==> config.mk <==
export PLATFORM = sky130hd
export DESIGN_NAME = iem_top
export DESIGN_NICKNAME = d
export VERILOG_FILES = /design/src/logic/iem_pkg.sv /design/src/logic/iem_flag_bank.sv /design/src/logic/iem_top.sv
export SDC_FILE = /design/constraint.sdc
export NUM_CORES = 1
export LEC_CHECK = 0
export ABC_AREA = 1
export BUFFER_PORTS_ARGS = -buffer_cell sky130_fd_sc_hd__buf_2
export CAP_MARGIN = 30
export CORE_ASPECT_RATIO = 1.25
export CORE_MARGIN = 2
export CORE_UTILIZATION = 32
export DETAILED_ROUTE_END_ITERATION = 8
export SYNTH_ARGS = -nofsm -noshare
export SYNTH_HDL_FRONTEND = slang
export SYNTH_SLANG_ARGS = --single-unit
export TNS_END_PERCENT = 5
==> constraint.sdc <==
create_clock -name pclk -period 2.7 [get_ports pclk]
set_input_delay 0.54 -clock pclk [delete_from_list [all_inputs] [get_ports pclk]]
set_output_delay 0.54 -clock pclk [all_outputs]
set_load 0.01 [all_outputs]
==> src/logic/iem_pkg.sv <==
// constants shared by the interrupt-enable bank and its flag store
package iem_pkg;

   // bus geometry
   localparam int unsigned ADDR_W = 12;
   localparam int unsigned DATA_W = 32;

   // byte offsets of the registers
   localparam logic [11:0] OFS_FLAG   = 12'h008;
   localparam logic [11:0] OFS_ENABLE = 12'h00c;
   localparam logic [11:0] OFS_CLEAR  = 12'h040;

   // field positions, shared by the flag and the enable layout
   localparam int unsigned BIT_WR_ADDR_MATCH = 23;
   localparam int unsigned BIT_RD_ADDR_MATCH = 22;
   localparam int unsigned BIT_MODE_MATCH    = 16;
   localparam int unsigned BIT_TX_LOCKOUT    = 15;
   localparam int unsigned BIT_STOP_ERR      = 14;
   localparam int unsigned BIT_START_ERR     = 13;
   localparam int unsigned BIT_DNR_ERR       = 12;
   localparam int unsigned BIT_DATA_NACK     = 11;
   localparam int unsigned BIT_ADDR_NACK     = 10;
   localparam int unsigned BIT_TIMEOUT       = 9;
   localparam int unsigned BIT_ARB_LOST      = 8;

   // implemented positions; everything else is reserved and reads zero
   localparam logic [31:0] IMPL_MASK = 32'h00c1_ff00;

   // values after reset
   localparam logic [31:0] RST_ENABLE = 32'h0000_0000;
   localparam logic [31:0] RST_FLAG   = 32'h0000_0000;
   localparam logic [31:0] RST_RDATA  = 32'h0000_0000;

endpackage

==> src/logic/iem_flag_bank.sv <==
// sticky event flags, cleared by writing one, set winning over clear
`timescale 1ns/10ps
module iem_flag_bank #(
   parameter int unsigned WIDTH = 32
) (
   input  wire logic             pclk,
   input  wire logic             presetn,
   input  wire logic [WIDTH-1:0] set_i,
   input  wire logic [WIDTH-1:0] clr_i,
   input  wire logic [WIDTH-1:0] keep_mask_i,
   output logic      [WIDTH-1:0] flag_o
);

   logic [WIDTH-1:0] flag_nxt;   // next flag value

   // an event landing with its own clear is kept, so no event is lost
   always_comb begin
      flag_nxt = ((flag_o & ~clr_i) | set_i) & keep_mask_i;
   end

   // flag storage
   always_ff @(posedge pclk or negedge presetn) begin
      if (!presetn) begin
         flag_o <= iem_pkg::RST_FLAG[WIDTH-1:0];
      end else begin
         flag_o <= flag_nxt;
      end
   end

endmodule

==> src/logic/iem_top.sv <==
// interrupt enable bank (upper half) with flag store and apb slave
//
// Behaviour
// bit 23 gates target write address match
// bit 22 gates target read address match
// bit 14 gates out-of-sequence stop
// bit 13 gates out-of-sequence start
// bit 12 gates target do-not-respond
// bit 11 gates controller data nack
// bit 10 gates controller address nack
// bit 9 gates bus timeout error
// bit 8 gates arbitration lost
// bit 15 gates transmit fifo lockout
// flags clear on write one, zero ignored
// irq when flag and enable; reserved zero
//
// Implementation choice: the APB register port.
`timescale 1ns/10ps
module iem_top (
   input  wire logic        pclk,
   input  wire logic        presetn,
   // apb slave
   input  wire logic        psel,
   input  wire logic        penable,
   input  wire logic        pwrite,
   input  wire logic [11:0] paddr,
   input  wire logic [31:0] pwdata,
   input  wire logic [3:0]  pstrb,
   output logic      [31:0] prdata,
   output logic             pready,
   output logic             pslverr,
   // event pulses from the protocol engine, same clock
   input  wire logic        evt_wr_addr_match,
   input  wire logic        evt_rd_addr_match,
   input  wire logic        evt_mode_match,
   input  wire logic        evt_tx_lockout,
   input  wire logic        evt_stop_err,
   input  wire logic        evt_start_err,
   input  wire logic        evt_dnr_err,
   input  wire logic        evt_data_nack,
   input  wire logic        evt_addr_nack,
   input  wire logic        evt_timeout,
   input  wire logic        evt_arb_lost,
   // interrupt request
   output logic             irq,
   // enable field view for the engine
   output logic             timeout_fault_enable
);

   // register map, one aligned word each, 12-bit byte address
   //   flag word    read, write one to clear a flag, writing zero keeps it
   //   enable word  read/write irq_enable_first, reserved bits stay zero
   //   clear word   write-only alias of the flag clear, reads zero
   //   anything else answers with an error, reads zero and drops the write
   // layout shared by flags and enables (bit: event)
   //   23 write address match, 22 read address match, 16 mode match
   //   15 transmit lockout, 14 stop error, 13 start error, 12 do-not-respond
   //   11 data nack, 10 address nack, 9 timeout, 8 arbitration lost
   // the bus answers with zero wait states; pready is a flop raised in setup

   // register selector
   typedef enum logic [1:0] {
      IEM_SEL_NONE,
      IEM_SEL_FLAG,
      IEM_SEL_ENABLE,
      IEM_SEL_CLEAR
   } iem_sel_e;

   logic [31:0] evt_vec;        // events in register layout
   logic [31:0] flag_r;         // sticky flags
   logic [31:0] flag_clr;       // clear request to the flag store
   logic [31:0] en_r;           // irq_enable_first
   logic [31:0] en_nxt;         // next enable value
   logic [31:0] wmask;          // byte lanes as a bit mask
   logic        setup_ph;       // apb setup cycle
   logic        access_done;    // apb access completing this edge
   logic        wr_done;        // write taking effect this edge
   iem_sel_e    acc_sel;        // register under the current address
   logic [31:0] rdata_nxt;      // read value captured at setup
   logic        irq_nxt;        // next interrupt level

   // address decode, used by the read path and the write path
   function automatic iem_sel_e decode(input logic [11:0] addr);
      iem_sel_e s;
      s = IEM_SEL_NONE;
      if (addr[11:2] == iem_pkg::OFS_FLAG[11:2]) begin
         // flag word; byte offset bits are ignored
         s = IEM_SEL_FLAG;
      end else if (addr[11:2] == iem_pkg::OFS_ENABLE[11:2]) begin
         // irq_enable_first
         s = IEM_SEL_ENABLE;
      end else if (addr[11:2] == iem_pkg::OFS_CLEAR[11:2]) begin
         // write-only clear alias
         s = IEM_SEL_CLEAR;
      end
      return s;
   endfunction

   // gather the event pulses into the shared layout
   always_comb begin
      evt_vec = 32'h0000_0000;
      evt_vec[iem_pkg::BIT_WR_ADDR_MATCH] = evt_wr_addr_match;
      evt_vec[iem_pkg::BIT_RD_ADDR_MATCH] = evt_rd_addr_match;
      evt_vec[iem_pkg::BIT_MODE_MATCH]    = evt_mode_match;
      evt_vec[iem_pkg::BIT_TX_LOCKOUT]    = evt_tx_lockout;
      evt_vec[iem_pkg::BIT_STOP_ERR]      = evt_stop_err;
      evt_vec[iem_pkg::BIT_START_ERR]     = evt_start_err;
      evt_vec[iem_pkg::BIT_DNR_ERR]       = evt_dnr_err;
      evt_vec[iem_pkg::BIT_DATA_NACK]     = evt_data_nack;
      evt_vec[iem_pkg::BIT_ADDR_NACK]     = evt_addr_nack;
      evt_vec[iem_pkg::BIT_TIMEOUT]       = evt_timeout;
      evt_vec[iem_pkg::BIT_ARB_LOST]      = evt_arb_lost;
   end

   // bus phase decode; pready is a flop, so the access ends one cycle after setup
   always_comb begin
      setup_ph    = psel & ~penable;
      access_done = psel & penable & pready;
      wr_done     = access_done & pwrite;
      acc_sel     = decode(paddr);
      wmask       = {{8{pstrb[3]}}, {8{pstrb[2]}}, {8{pstrb[1]}}, {8{pstrb[0]}}};
   end

   // clear requests: flag register and clear register both take write-one
   always_comb begin
      flag_clr = 32'h0000_0000;
      if (wr_done && (acc_sel == IEM_SEL_FLAG || acc_sel == IEM_SEL_CLEAR)) begin
         flag_clr = pwdata & wmask & iem_pkg::IMPL_MASK;
      end
   end

   // flag store; reserved positions never hold a one
   iem_flag_bank #(
      .WIDTH (32)
   ) u_flags (
      .pclk        (pclk),
      .presetn     (presetn),
      .set_i       (evt_vec),
      .clr_i       (flag_clr),
      .keep_mask_i (iem_pkg::IMPL_MASK),
      .flag_o      (flag_r)
   );

   // enable register write; reserved bits ignore writes
   always_comb begin
      en_nxt = en_r;
      if (wr_done && acc_sel == IEM_SEL_ENABLE) begin
         en_nxt = ((en_r & ~wmask) | (pwdata & wmask)) & iem_pkg::IMPL_MASK;
      end
   end

   always_ff @(posedge pclk or negedge presetn) begin
      if (!presetn) begin
         en_r <= iem_pkg::RST_ENABLE;
      end else begin
         en_r <= en_nxt;
      end
   end

   // read mux; the clear register is write-only and reads zero
   always_comb begin
      unique case (acc_sel)
         // live flags; an event after setup shows on the next read
         IEM_SEL_FLAG: begin
            rdata_nxt = flag_r & iem_pkg::IMPL_MASK;
         end
         // enable register, reserved bits forced low
         IEM_SEL_ENABLE: begin
            rdata_nxt = en_r & iem_pkg::IMPL_MASK;
         end
         // write-only word reads zero
         IEM_SEL_CLEAR: begin
            rdata_nxt = 32'h0000_0000;
         end
         // unmapped: zero data, the error is raised separately
         IEM_SEL_NONE: begin
            rdata_nxt = 32'h0000_0000;
         end
      endcase
   end

   // apb answer: data and error captured in setup, held through access
   always_ff @(posedge pclk or negedge presetn) begin
      if (!presetn) begin
         prdata  <= iem_pkg::RST_RDATA;
         pready  <= 1'b0;
         pslverr <= 1'b0;
      end else if (setup_ph) begin
         // setup: raise pready for the access cycle, a write answers zero data
         prdata  <= pwrite ? 32'h0000_0000 : rdata_nxt;
         pready  <= 1'b1;
         pslverr <= (acc_sel == IEM_SEL_NONE);
      end else begin
         // limitation: read data are a snapshot of the setup cycle
         prdata  <= 32'h0000_0000;
         pready  <= 1'b0;
         pslverr <= 1'b0;
      end
   end

   // interrupt level: any flag with its enable set
   always_comb begin
      irq_nxt = |(flag_r & en_r & iem_pkg::IMPL_MASK);
   end

   // outputs from flops; irq one cycle behind the flags, glitch free
   always_ff @(posedge pclk or negedge presetn) begin
      if (!presetn) begin
         irq                  <= 1'b0;
         timeout_fault_enable <= 1'b0;
      end else begin
         irq                  <= irq_nxt;
         timeout_fault_enable <= en_nxt[iem_pkg::BIT_TIMEOUT];
      end
   end

   // assertions, kept beside the logic that they watch
   // the helpers below only restate bus and event facts, so a check never
   // reuses the expression that it is meant to judge
   logic [31:0] clr_seen;    // write-one bits of the write completing this edge
   logic        clr_valid;   // this edge carries a flag clear with no event
   always_comb begin
      clr_seen  = flag_clr;
      clr_valid = wr_done && (|flag_clr) && !(|evt_vec);
   end

   // an enabled event shows on irq two edges later
   property p_evt_irq(logic e, logic en);
      @(posedge pclk) disable iff (!presetn)
         (e && en && !wr_done) ##1 en |=> irq;
   endproperty

   a_wr_match_irq: assert property (p_evt_irq(evt_wr_addr_match,
      en_r[iem_pkg::BIT_WR_ADDR_MATCH])) else $error("write match irq missing");
   a_rd_match_irq: assert property (p_evt_irq(evt_rd_addr_match,
      en_r[iem_pkg::BIT_RD_ADDR_MATCH])) else $error("read match irq missing");
   a_stop_err_irq: assert property (p_evt_irq(evt_stop_err,
      en_r[iem_pkg::BIT_STOP_ERR])) else $error("stop error irq missing");
   a_start_err_irq: assert property (p_evt_irq(evt_start_err,
      en_r[iem_pkg::BIT_START_ERR])) else $error("start error irq missing");
   a_dnr_err_irq: assert property (p_evt_irq(evt_dnr_err,
      en_r[iem_pkg::BIT_DNR_ERR])) else $error("dnr irq missing");
   a_data_nack_irq: assert property (p_evt_irq(evt_data_nack,
      en_r[iem_pkg::BIT_DATA_NACK])) else $error("data nack irq missing");
   a_addr_nack_irq: assert property (p_evt_irq(evt_addr_nack,
      en_r[iem_pkg::BIT_ADDR_NACK])) else $error("address nack irq missing");
   a_timeout_irq: assert property (p_evt_irq(evt_timeout,
      en_r[iem_pkg::BIT_TIMEOUT])) else $error("timeout irq missing");
   a_arb_lost_irq: assert property (p_evt_irq(evt_arb_lost,
      en_r[iem_pkg::BIT_ARB_LOST])) else $error("arbitration irq missing");
   a_lockout_irq: assert property (p_evt_irq(evt_tx_lockout,
      en_r[iem_pkg::BIT_TX_LOCKOUT])) else $error("lockout irq missing");

   // masked flags never raise irq
   a_masked_quiet: assert property (@(posedge pclk) disable iff (!presetn)
      !(|(flag_r & en_r)) |=> !irq) else $error("irq without enabled flag");

   // write one clears, write zero keeps
   a_w1c_clear: assert property (@(posedge pclk) disable iff (!presetn)
      clr_valid |=> ((flag_r & $past(clr_seen)) == 32'h0000_0000)
                 && ((flag_r & ~$past(clr_seen)) == ($past(flag_r) & ~$past(clr_seen))))
      else $error("write-one clear misbehaved");

   // a timeout set wins over a timeout clear in the same cycle
   a_set_wins: assert property (@(posedge pclk) disable iff (!presetn)
      (evt_timeout && flag_clr[iem_pkg::BIT_TIMEOUT]) |=> flag_r[iem_pkg::BIT_TIMEOUT])
      else $error("event lost under clear");

   // reserved positions read zero
   a_reserved_zero: assert property (@(posedge pclk) disable iff (!presetn)
      (access_done && !pwrite) |-> ((prdata & ~iem_pkg::IMPL_MASK) == 32'h0000_0000))
      else $error("reserved bits read nonzero");

   // the access ends one cycle after setup
   a_zero_wait: assert property (@(posedge pclk) disable iff (!presetn)
      setup_ph |=> pready) else $error("pready late");

   // pready stands for exactly one cycle
   a_ready_pulse: assert property (@(posedge pclk) disable iff (!presetn)
      pready
      |=> !pready)
      else $error("pready held too long");

   // read data are zero outside the access cycle
   a_rdata_idle: assert property (@(posedge pclk) disable iff (!presetn)
      !pready
      |-> (prdata == 32'h0000_0000))
      else $error("prdata not zero while idle");

   // an error is only reported together with pready
   a_slverr_ready: assert property (@(posedge pclk) disable iff (!presetn)
      pslverr
      |-> pready)
      else $error("pslverr without pready");

   // an unmapped address answers with an error
   a_unmapped_err: assert property (@(posedge pclk) disable iff (!presetn)
      (setup_ph && acc_sel == IEM_SEL_NONE)
      |=> (pready && pslverr))
      else $error("unmapped access without error");

   // the write-only clear word reads zero
   a_clear_reads_zero: assert property (@(posedge pclk) disable iff (!presetn)
      (setup_ph && !pwrite && acc_sel == IEM_SEL_CLEAR)
      |=> (prdata == 32'h0000_0000))
      else $error("clear word read nonzero");

   // reserved enable positions never hold a one
   a_enable_reserved: assert property (@(posedge pclk) disable iff (!presetn)
      (en_r & ~iem_pkg::IMPL_MASK) == 32'h0000_0000)
      else $error("reserved enable bit set");

   // reserved flag positions never hold a one
   a_flag_reserved: assert property (@(posedge pclk) disable iff (!presetn)
      (flag_r & ~iem_pkg::IMPL_MASK) == 32'h0000_0000)
      else $error("reserved flag bit set");

   // a full-word enable write lands at its access edge
   a_enable_write: assert property (@(posedge pclk) disable iff (!presetn)
      (wr_done && acc_sel == IEM_SEL_ENABLE && pstrb == 4'hf)
      |=> (en_r == ($past(pwdata) & iem_pkg::IMPL_MASK)))
      else $error("enable write lost");

   // every event leaves its flag set one edge later
   a_event_flag: assert property (@(posedge pclk) disable iff (!presetn)
      (|evt_vec)
      |=> ((flag_r & $past(evt_vec)) == $past(evt_vec)))
      else $error("event did not set its flag");

   // a flag rises only on an event
   a_flag_needs_event: assert property (@(posedge pclk) disable iff (!presetn)
      1'b1
      |=> ((flag_r & ~$past(flag_r) & ~$past(evt_vec)) == 32'h0000_0000))
      else $error("flag rose without event");

   // the engine's copy of enable bit 9 tracks the register
   a_timeout_view: assert property (@(posedge pclk) disable iff (!presetn)
      timeout_fault_enable == en_r[iem_pkg::BIT_TIMEOUT])
      else $error("timeout enable view differs");

   // main scenarios worth seeing in a run
   cover_enabled_irq: cover property (@(posedge pclk) disable iff (!presetn)
      $rose(irq));
   cover_clear_irq: cover property (@(posedge pclk) disable iff (!presetn)
      irq ##1 clr_valid ##2 !irq);
   cover_unmapped: cover property (@(posedge pclk) disable iff (!presetn)
      access_done && pslverr);
   cover_set_clear: cover property (@(posedge pclk) disable iff (!presetn)
      |(evt_vec & flag_clr));
   cover_masked_event: cover property (@(posedge pclk) disable iff (!presetn)
      (|(flag_r & ~en_r & iem_pkg::IMPL_MASK)) && !irq);

endmodule

# Word-level counts from Yosys, hierarchy flattened
# Index checks and enable logic that the tools add are counted.
dict set report word_totals {
  register_bits 57
  input_bits 64
  output_inout_bits 36
  word_cells 42
}
dict set report op_classes {
  n_bitwise 13
  eq_ne 6
  reduce_logical 6
  mux 10
}
# cell n
set ops {}
lappend ops {{AND 24 bit} 4}
lappend ops {{one-hot mux 32 bit (3 select lines)} 1}
lappend ops {{two-way mux 32 bit} 2}
lappend ops {{NOT 24 bit} 2}
lappend ops {{bitwise OR 24 bit} 2}
lappend ops {{two-way mux 24 bit} 1}
lappend ops {{equality test 10 x 2 -> 1 bit (second input constant)} 2}
lappend ops {{OR reduction 11 bit} 1}
lappend ops {{equality test 10 x 5 -> 1 bit (second input constant)} 1}
lappend ops {{two-way mux 10 bit} 1}
lappend ops {{two-way mux 2 bit} 3}
lappend ops {{AND 1 bit} 4}
lappend ops {{equality test 2 bit (second input constant)} 2}
lappend ops {{equality test 2 x 1 -> 1 bit (second input constant)} 1}
lappend ops {{logical AND 1 bit} 2}
lappend ops {{logical NOT 2 bit} 1}
lappend ops {{two-way mux 1 bit} 2}
lappend ops {{OR reduction 2 bit} 1}
lappend ops {{logical OR 1 bit} 1}
lappend ops {{NOT 1 bit} 1}

# Logic depth before layout (Yosys ltp)
# Gate-level depths: netlist of run 1.
dict set report logic_depth {
  ltp_word 11
  depth_mapped 9
  depth_no_buf 8
}

# Hierarchy
# From an unflattened synthesis of run 1, not the netlist that was laid out.
dict set report hier_totals {
  cells_unflattened 403
  hier_area_um2 3125.5
}
# mod seq_area_each_um2 area_per_inst_um2 cells_per_inst n_inst
set by_module_without_submodules {}
lappend by_module_without_submodules {iem_top 625.6 1564.0 211 1}
lappend by_module_without_submodules {iem_flag_bank 800.8 1561.5 192 1}

# Worst setup path after synthesis of run 1
# OpenSTA, ideal clock, no wires.
dict set report synth_path {
  kind {input-to-reg}
  start {in paddr[9]}
  end {reg u_flags.flag_o[9]}
  path_buffers 1
  path_slack_ps 1321
  required_time_ps 2584
  cell_stages 9
  setup_time_ps 116
  t_arrival_ps 1263
  cell_sequence {nor2_2 -> nand2_2 -> nor2_1 -> nand2_1 -> nand2_1 -> buf_6 -> nand3_1 -> nand2_1 -> nand2_1}
}
dict set report synth_between {
  elab_chain_cells 11
  word_cells_on_any_way 14
  classes_between {5 x eq/ne; 4 x mux; 3 x bitwise; 2 x reduce/logical}
}
# element line
set synth_lines {}
lappend synth_lines {{from (decl)} iem_top.sv:26} ;# input wire logic [11:0] paddr,
lappend synth_lines {{equality test 10 x 5 -> 1 bit} iem_top.sv:92} ;# end else if (addr[11:2] == iem_pkg::OFS_CLEAR[11:2]) begin
lappend synth_lines {{two-way mux 2 bit} iem_top.sv:92}
lappend synth_lines {{two-way mux 2 bit} iem_top.sv:89} ;# end else if (addr[11:2] == iem_pkg::OFS_ENABLE[11:2]) begin
lappend synth_lines {{two-way mux 2 bit *} iem_top.sv:86} ;# if (addr[11:2] == iem_pkg::OFS_FLAG[11:2]) begin
lappend synth_lines {{equality test 2 x 1 -> 1 bit or equality test 2 bit (tied branches)} iem_top.sv:127} ;# if (wr_done && (acc_sel == IEM_SEL_FLAG || acc_sel == IEM_SEL_CLEAR)) begin
lappend synth_lines {{logical OR 1 bit *} iem_top.sv:127}
lappend synth_lines {{logical AND 1 bit *} iem_top.sv:127}
lappend synth_lines {{two-way mux 24 bit *} iem_top.sv:127}
lappend synth_lines {{NOT 24 bit *} iem_flag_bank.sv:18} ;# flag_nxt = ((flag_o & ~clr_i) | set_i) & keep_mask_i;
lappend synth_lines {{AND 24 bit *} iem_flag_bank.sv:18}
lappend synth_lines {{bitwise OR 24 bit *} iem_flag_bank.sv:18}
lappend synth_lines {{via u_flags.flag_nxt[9]} iem_flag_bank.sv:14} ;# logic [WIDTH-1:0] flag_nxt;
lappend synth_lines {{to (signal assigned)} iem_flag_bank.sv:24} ;# flag_o <= iem_pkg::RST_FLAG[WIDTH-1:0];
lappend synth_lines {{to (signal assigned)} iem_flag_bank.sv:26} ;# flag_o <= flag_nxt;
lappend synth_lines {{to (decl)} iem_flag_bank.sv:11} ;# output logic [WIDTH-1:0] flag_o
# The timed path passes the listed nets; every way through them passes the cells marked *.
# A chain may end at the register's enable or synchronous reset.

==> impl_metrics.json, run 1 <==
{
  "arrival_ns": 1.80,
  "synth_top_family_by_area": "simple AND/OR/NAND/NOR gates",
  "grt_max_degree": 37,
  "synth-xor-area-share": 0,
  "n_antenna_cell": 0,
  "yosysTopAreaCell": "dfrtp_1",
  "fin_crit_ns": 1.56,
  "cts_tree": "yes",
  "peakVddDrop_mv": 0.167,
  "setup_viol": 0,
  "synth-seq-cells": 36,
  "synth.area.mux_share": 0,
  "grt_use_total": 0.136,
  "syn-instance-count": 257,
  "firstDrtPassIters": 4,
  "cts_root_buffer": "clkbuf_8",
  "rows": 32,
  "seq_area_frac_synth": 0.453,
  "overflow": 0,
  "hold_class": "input port to asynchronous set/reset pin",
  "io_buffers": 53,
  "grt_pass1_vias": 1523,
  "period_share": 0.579,
  "ctsResizeCount": 0,
  "cts_setup_buffers": 0,
  "synthSimpleGateAreaFrac": 0.327,
  "status": "finished clean",
  "rsz0062_at_grt": "no",
  "power.density_mw_per_mm2": 433,
  "start_util": 0.326,
  "viasPerCell": 4.18,
  "finalInstanceArea_mm2": 0.00230,
  "nFillCells": 692,
  "max_slew.worst_pin.slew_ns": 0.798,
  "fmax_mhz": 640,
  "slew_violations": 0,
  "core_area_mm2": 0.00609,
  "path_max_fanout": 13,
  "max_slew_margin": 0.468,
  "crit_required_ns": 2.93,
  "crit_path_start_kind": "flop",
  "worstSetupEndpointType": "flop",
  "cts_made_buffers": 5,
  "syn2layout_area_growth_pct": 15.9,
  "ioPinCount": 100,
  "tns_ns": 0,
  "grt_pass1_wl_um": 7110,
  "die_y_um": 92.1,
  "yosys.area_share.adder": 0,
  "clock-sinks": 36,
  "max-clock-path-buffers": 2,
  "synth_compound_area_frac": 0.0359,
  "post_dp_cell_area_mm2": 0.00223,
  "ys_top_cells_by_area": "dfrtp_1 45%, nand2_1 17%, buf_4 9.1%, nand3_1 6.5%, inv_1 6.4%",
  "leakagePower_nw": 1.34,
  "grt_antenna_before_repair": 0,
  "die_width_um": 74.5,
  "clk_transition_reported_paths_ns": 0.07,
  "path_class": "flop to flop",
  "fin_skew_ns": 0.00476,
  "ant_nets": 0,
  "dp_hpwl_um": 3140,
  "routedWlPerCell_um": 11.0,
  "htree_num_levels": 2,
  "maxCapViolations": 0,
  "layout_commonest_cell": "nand2_1",
  "cts_hold_buf": 0,
  "mostFrequentLayoutCells": "88 x nand2_1, 53 x buf_2, 36 x dfrtp_1, 34 x inv_1, 26 x nand3_1",
  "num_vias": 1653,
  "drive_gt1_frac": 0.239,
  "wl_um": 4340,
  "syn_area_mm2": 0.00199,
  "ys_types": 23,
  "drt_iter0_drc": 75,
  "dieArea_mm2": 0.00686,
  "yosysTopAreaCellShare": 0.453,
  "hold_viol_final": 0,
  "gp_congestion": 0.836,
  "avgSynthCellArea_um2": 7.73,
  "ys.warnings.count": 0,
  "clk-insertion-delay-late_ns": 0.29,
  "nNetsFinal": 374,
  "drc": 0
}
## cells by family after synthesis
kind of cell	count (synthesis)
compound gates	13
other cells	1
simple gates	142
flops	36
buf+inv	65
## routing by layer
metal  global-route usage  share of wire
met5                    0              0
met4               0.0402          0.013
met3               0.0396          0.068
met2                0.223           0.52
met1                0.171           0.40
## cell type report
cell class	count	area (um2)	area share
Sequential cell	36	901	0.391
Multi-Input combinational cell	176	800	0.347
Timing Repair Buffer	56	288	0.125
Inverter	35	131	0.0570
Tap cell	85	106	0.0462
Clock buffer	6	72.6	0.0315
Clock inverter	1	5.00	0.00217
## report_power, final
part	switching, mW	internal (mW)
registers	0.000745	0.541
clock network	0.187	0.175
logic	0.0634	0.0302
total	0.251	0.746
## critical path, cell delays in order, from the launching register on
cell and delay, ns:
dfrtp_1 0.35, nand3_1 0.09, nor2_2 0.44, buf_4 0.29, inv_1 0.05, nor2_1 0.15
nand2_1 0.07, nand2_1 0.06
## cells in the mapped netlist (all sizes together)
cell type  count
nand3         29
nand2         89
inv           35
a21oi         11
nor2b          1
nand4         10
a211oi         1
clkbuf         2
conb           1
nor3           2
dfrtp         36
nor2          11
a221oi         1
buf           28
## stage by stage
stage          utilization  cells  power [mW]  setup slack (ns)  hold slack (ns)
2_1_floorplan            -    277       0.618              1.32            0.244
3_3_place_gp         0.366    388       0.646             0.838            0.477
3_5_place_dp         0.366    388       0.647             0.835            0.480
4_1_cts              0.378    395        1.01              1.11            0.368
5_1_grt              0.378    395        1.05             0.999            0.407
6_report             0.378    395       0.997              1.14            0.329
## worst paths after layout
kind	slack (ns)	start	end	cells after the start
max in group asynchronous	1.86	presetn	prdata[15]	1
max	1.14	pready	flop	7
min	0.33	presetn	u_flags.flag_o[10]	1
max reg2reg	1.14	pready	flop	7
min in group pclk	0.43	evt_addr_nack	u_flags.flag_o[10]	3
min reg2reg	0.50	flop	flop	2
No activity file was read; power rests on OpenSTA's default activity.
==> inputs of run 2 (changes only) <==
Clock period 2.7 ns to 1.6 ns, I/O delays scaled along.
==> impl_metrics.json, run 2 (synthesis gave the netlist of run 1 again) <==
{
  "grt_pass1_vias": 1577,
  "fin_crit_ns": 1.25,
  "core_area_mm2": 0.00609,
  "critPathSlowestCell": "dfrtp_1",
  "rsz0062_at_grt": "no",
  "cts_root_buffer": "clkbuf_8",
  "period_share": 0.784,
  "clk_transition_reported_paths_ns": 0.07,
  "drive_gt1_frac": 0.255,
  "die_width_um": 74.5,
  "crit_path_start_kind": "flop",
  "grt_pass1_wl_um": 7270,
  "grt_use_total": 0.140,
  "cts_tree": "yes",
  "nFillCells": 689,
  "ioPinCount": 100,
  "num_vias": 1651,
  "peakVddDrop_mv": 0.256,
  "viasPerCell": 4.10,
  "crit_required_ns": 1.78,
  "hold_viol_final": 0,
  "crit_path_frequent_cell": "nand2_1",
  "dp_hpwl_um": 3310,
  "fin_skew_ns": 0.00148,
  "die_y_um": 92.1,
  "nNetsFinal": 382,
  "arrival_ns": 1.44,
  "rows": 32,
  "routedWlPerCell_um": 10.7,
  "n_antenna_cell": 0,
  "overflow": 0,
  "fmax_mhz": 797,
  "firstDrtPassIters": 5,
  "clock-sinks": 36,
  "grt_antenna_before_repair": 0,
  "htree_num_levels": 2,
  "post_dp_cell_area_mm2": 0.00232,
  "hold_class": "input port to flop",
  "drt_iter0_drc": 45,
  "cts_setup_buffers": 0,
  "grt_max_degree": 21,
  "slew_violations": 0,
  "critical_path.max_stage_delay_ns": 0.36,
  "status": "finished clean",
  "max-clock-path-buffers": 2,
  "wl_um": 4330,
  "layout_commonest_cell": "nand2_1",
  "io_buffers": 53,
  "leakagePower_nw": 1.39,
  "worstSetupEndpointType": "flop",
  "gp_congestion": 0.842,
  "tns_ns": 0,
  "maxCapViolations": 0,
  "clk-insertion-delay-late_ns": 0.29,
  "path_max_fanout": 11,
  "crit_path_cell_trace": "nand3_1 > nor2_2 > buf_4 > nand4_1 > nand2_1 > nand2_1",
  "drc": 0,
  "finalInstanceArea_mm2": 0.00240,
  "mostFrequentLayoutCells": "88 x nand2_1, 53 x buf_2, 36 x dfrtp_1, 34 x inv_1, 26 x nand3_1",
  "start_util": 0.326,
  "path_class": "flop to flop",
  "dieArea_mm2": 0.00686,
  "cts_made_buffers": 5,
  "ant_nets": 0,
  "setup_viol": 0,
  "power.density_mw_per_mm2": 704,
  "syn2layout_area_growth_pct": 21.0
}
run 2: cell types whose count changed in the layout (fill, tap and decap cells not counted):
cell	delta
buf_12	+3
dlygate4sd3_1	+1
buf_4	+4
run 2: repair_timing:
item,CTS,global route
resized for setup,0,0
hold buffers,1,0
endpoints found under the setup margin,0,0
hold endpoints to repair,18,0
run 2: where the power goes:
| group | internal [mW] | leakage [nW] | switching [mW] | total (mW) |
|---|---|---|---|---|
| clock | 0.296 | 0.0410 | 0.312 | 0.608 |
| combinational | 0.0611 | 0.904 | 0.110 | 0.171 |
| sequential | 0.913 | 0.443 | 0.00125 | 0.914 |
| total | 1.27 | 1.39 | 0.423 | 1.69 |
run 2: final cells by class:
cell class              count  area, um2  area share
multi-input cells         176        800       0.333
inverters                  35        131      0.0547
well taps                  85        106      0.0442
clock inverters             1       5.00     0.00208
flip-flops and latches     36        901       0.375
repair buffers             64        388       0.161
clock buffers               6       72.6      0.0302
run 2: final timing paths:
check	startpoint	to	slack [ns]	cells after the start
setup / recovery	pready	flop	0.35	6
hold / removal	evt_stop_err	u_flags.flag_o[14]	0.21	3
setup reg to reg	pready	flop	0.35	6
hold reg to reg	flop	flop	0.50	2
max in group asynchronous	presetn	asynchronous set/reset pin	0.64	3
min in group asynchronous	presetn	prdata[11]	0.51	2
run 2: metrics by stage:
step	hold WS [ns]	power, mW	worst slack [ns]	util	std cells
6_report	0.211	1.69	0.346	0.395	403
5_1_grt	0.194	1.79	0.216	0.395	403
4_1_cts	0.205	1.71	0.333	0.395	403
3_5_place_dp	0.298	1.10	0.204	0.381	395
3_3_place_gp	0.299	1.10	0.182	0.381	395
2_1_floorplan	0.0244	1.04	0.441	-	277
run 2: critical path: cells and delay by family, from the launching register on:
kind / cells / cell delay [ns]
flip-flops: 1 / 0.36
AND/OR/NAND/NOR: 5 / 0.57
buffers and inverters: 1 / 0.22
run 2: metal layers:
layer | vias to the layer above | routed length [um] | GRT usage
met5 | - | 0 | 0
met4 | 0 | 57 | 0.0446
met3 | 6 | 233 | 0.0418
met2 | 47 | 2250 | 0.238
met1 | 721 | 1790 | 0.165
li1 | 877 | - | -
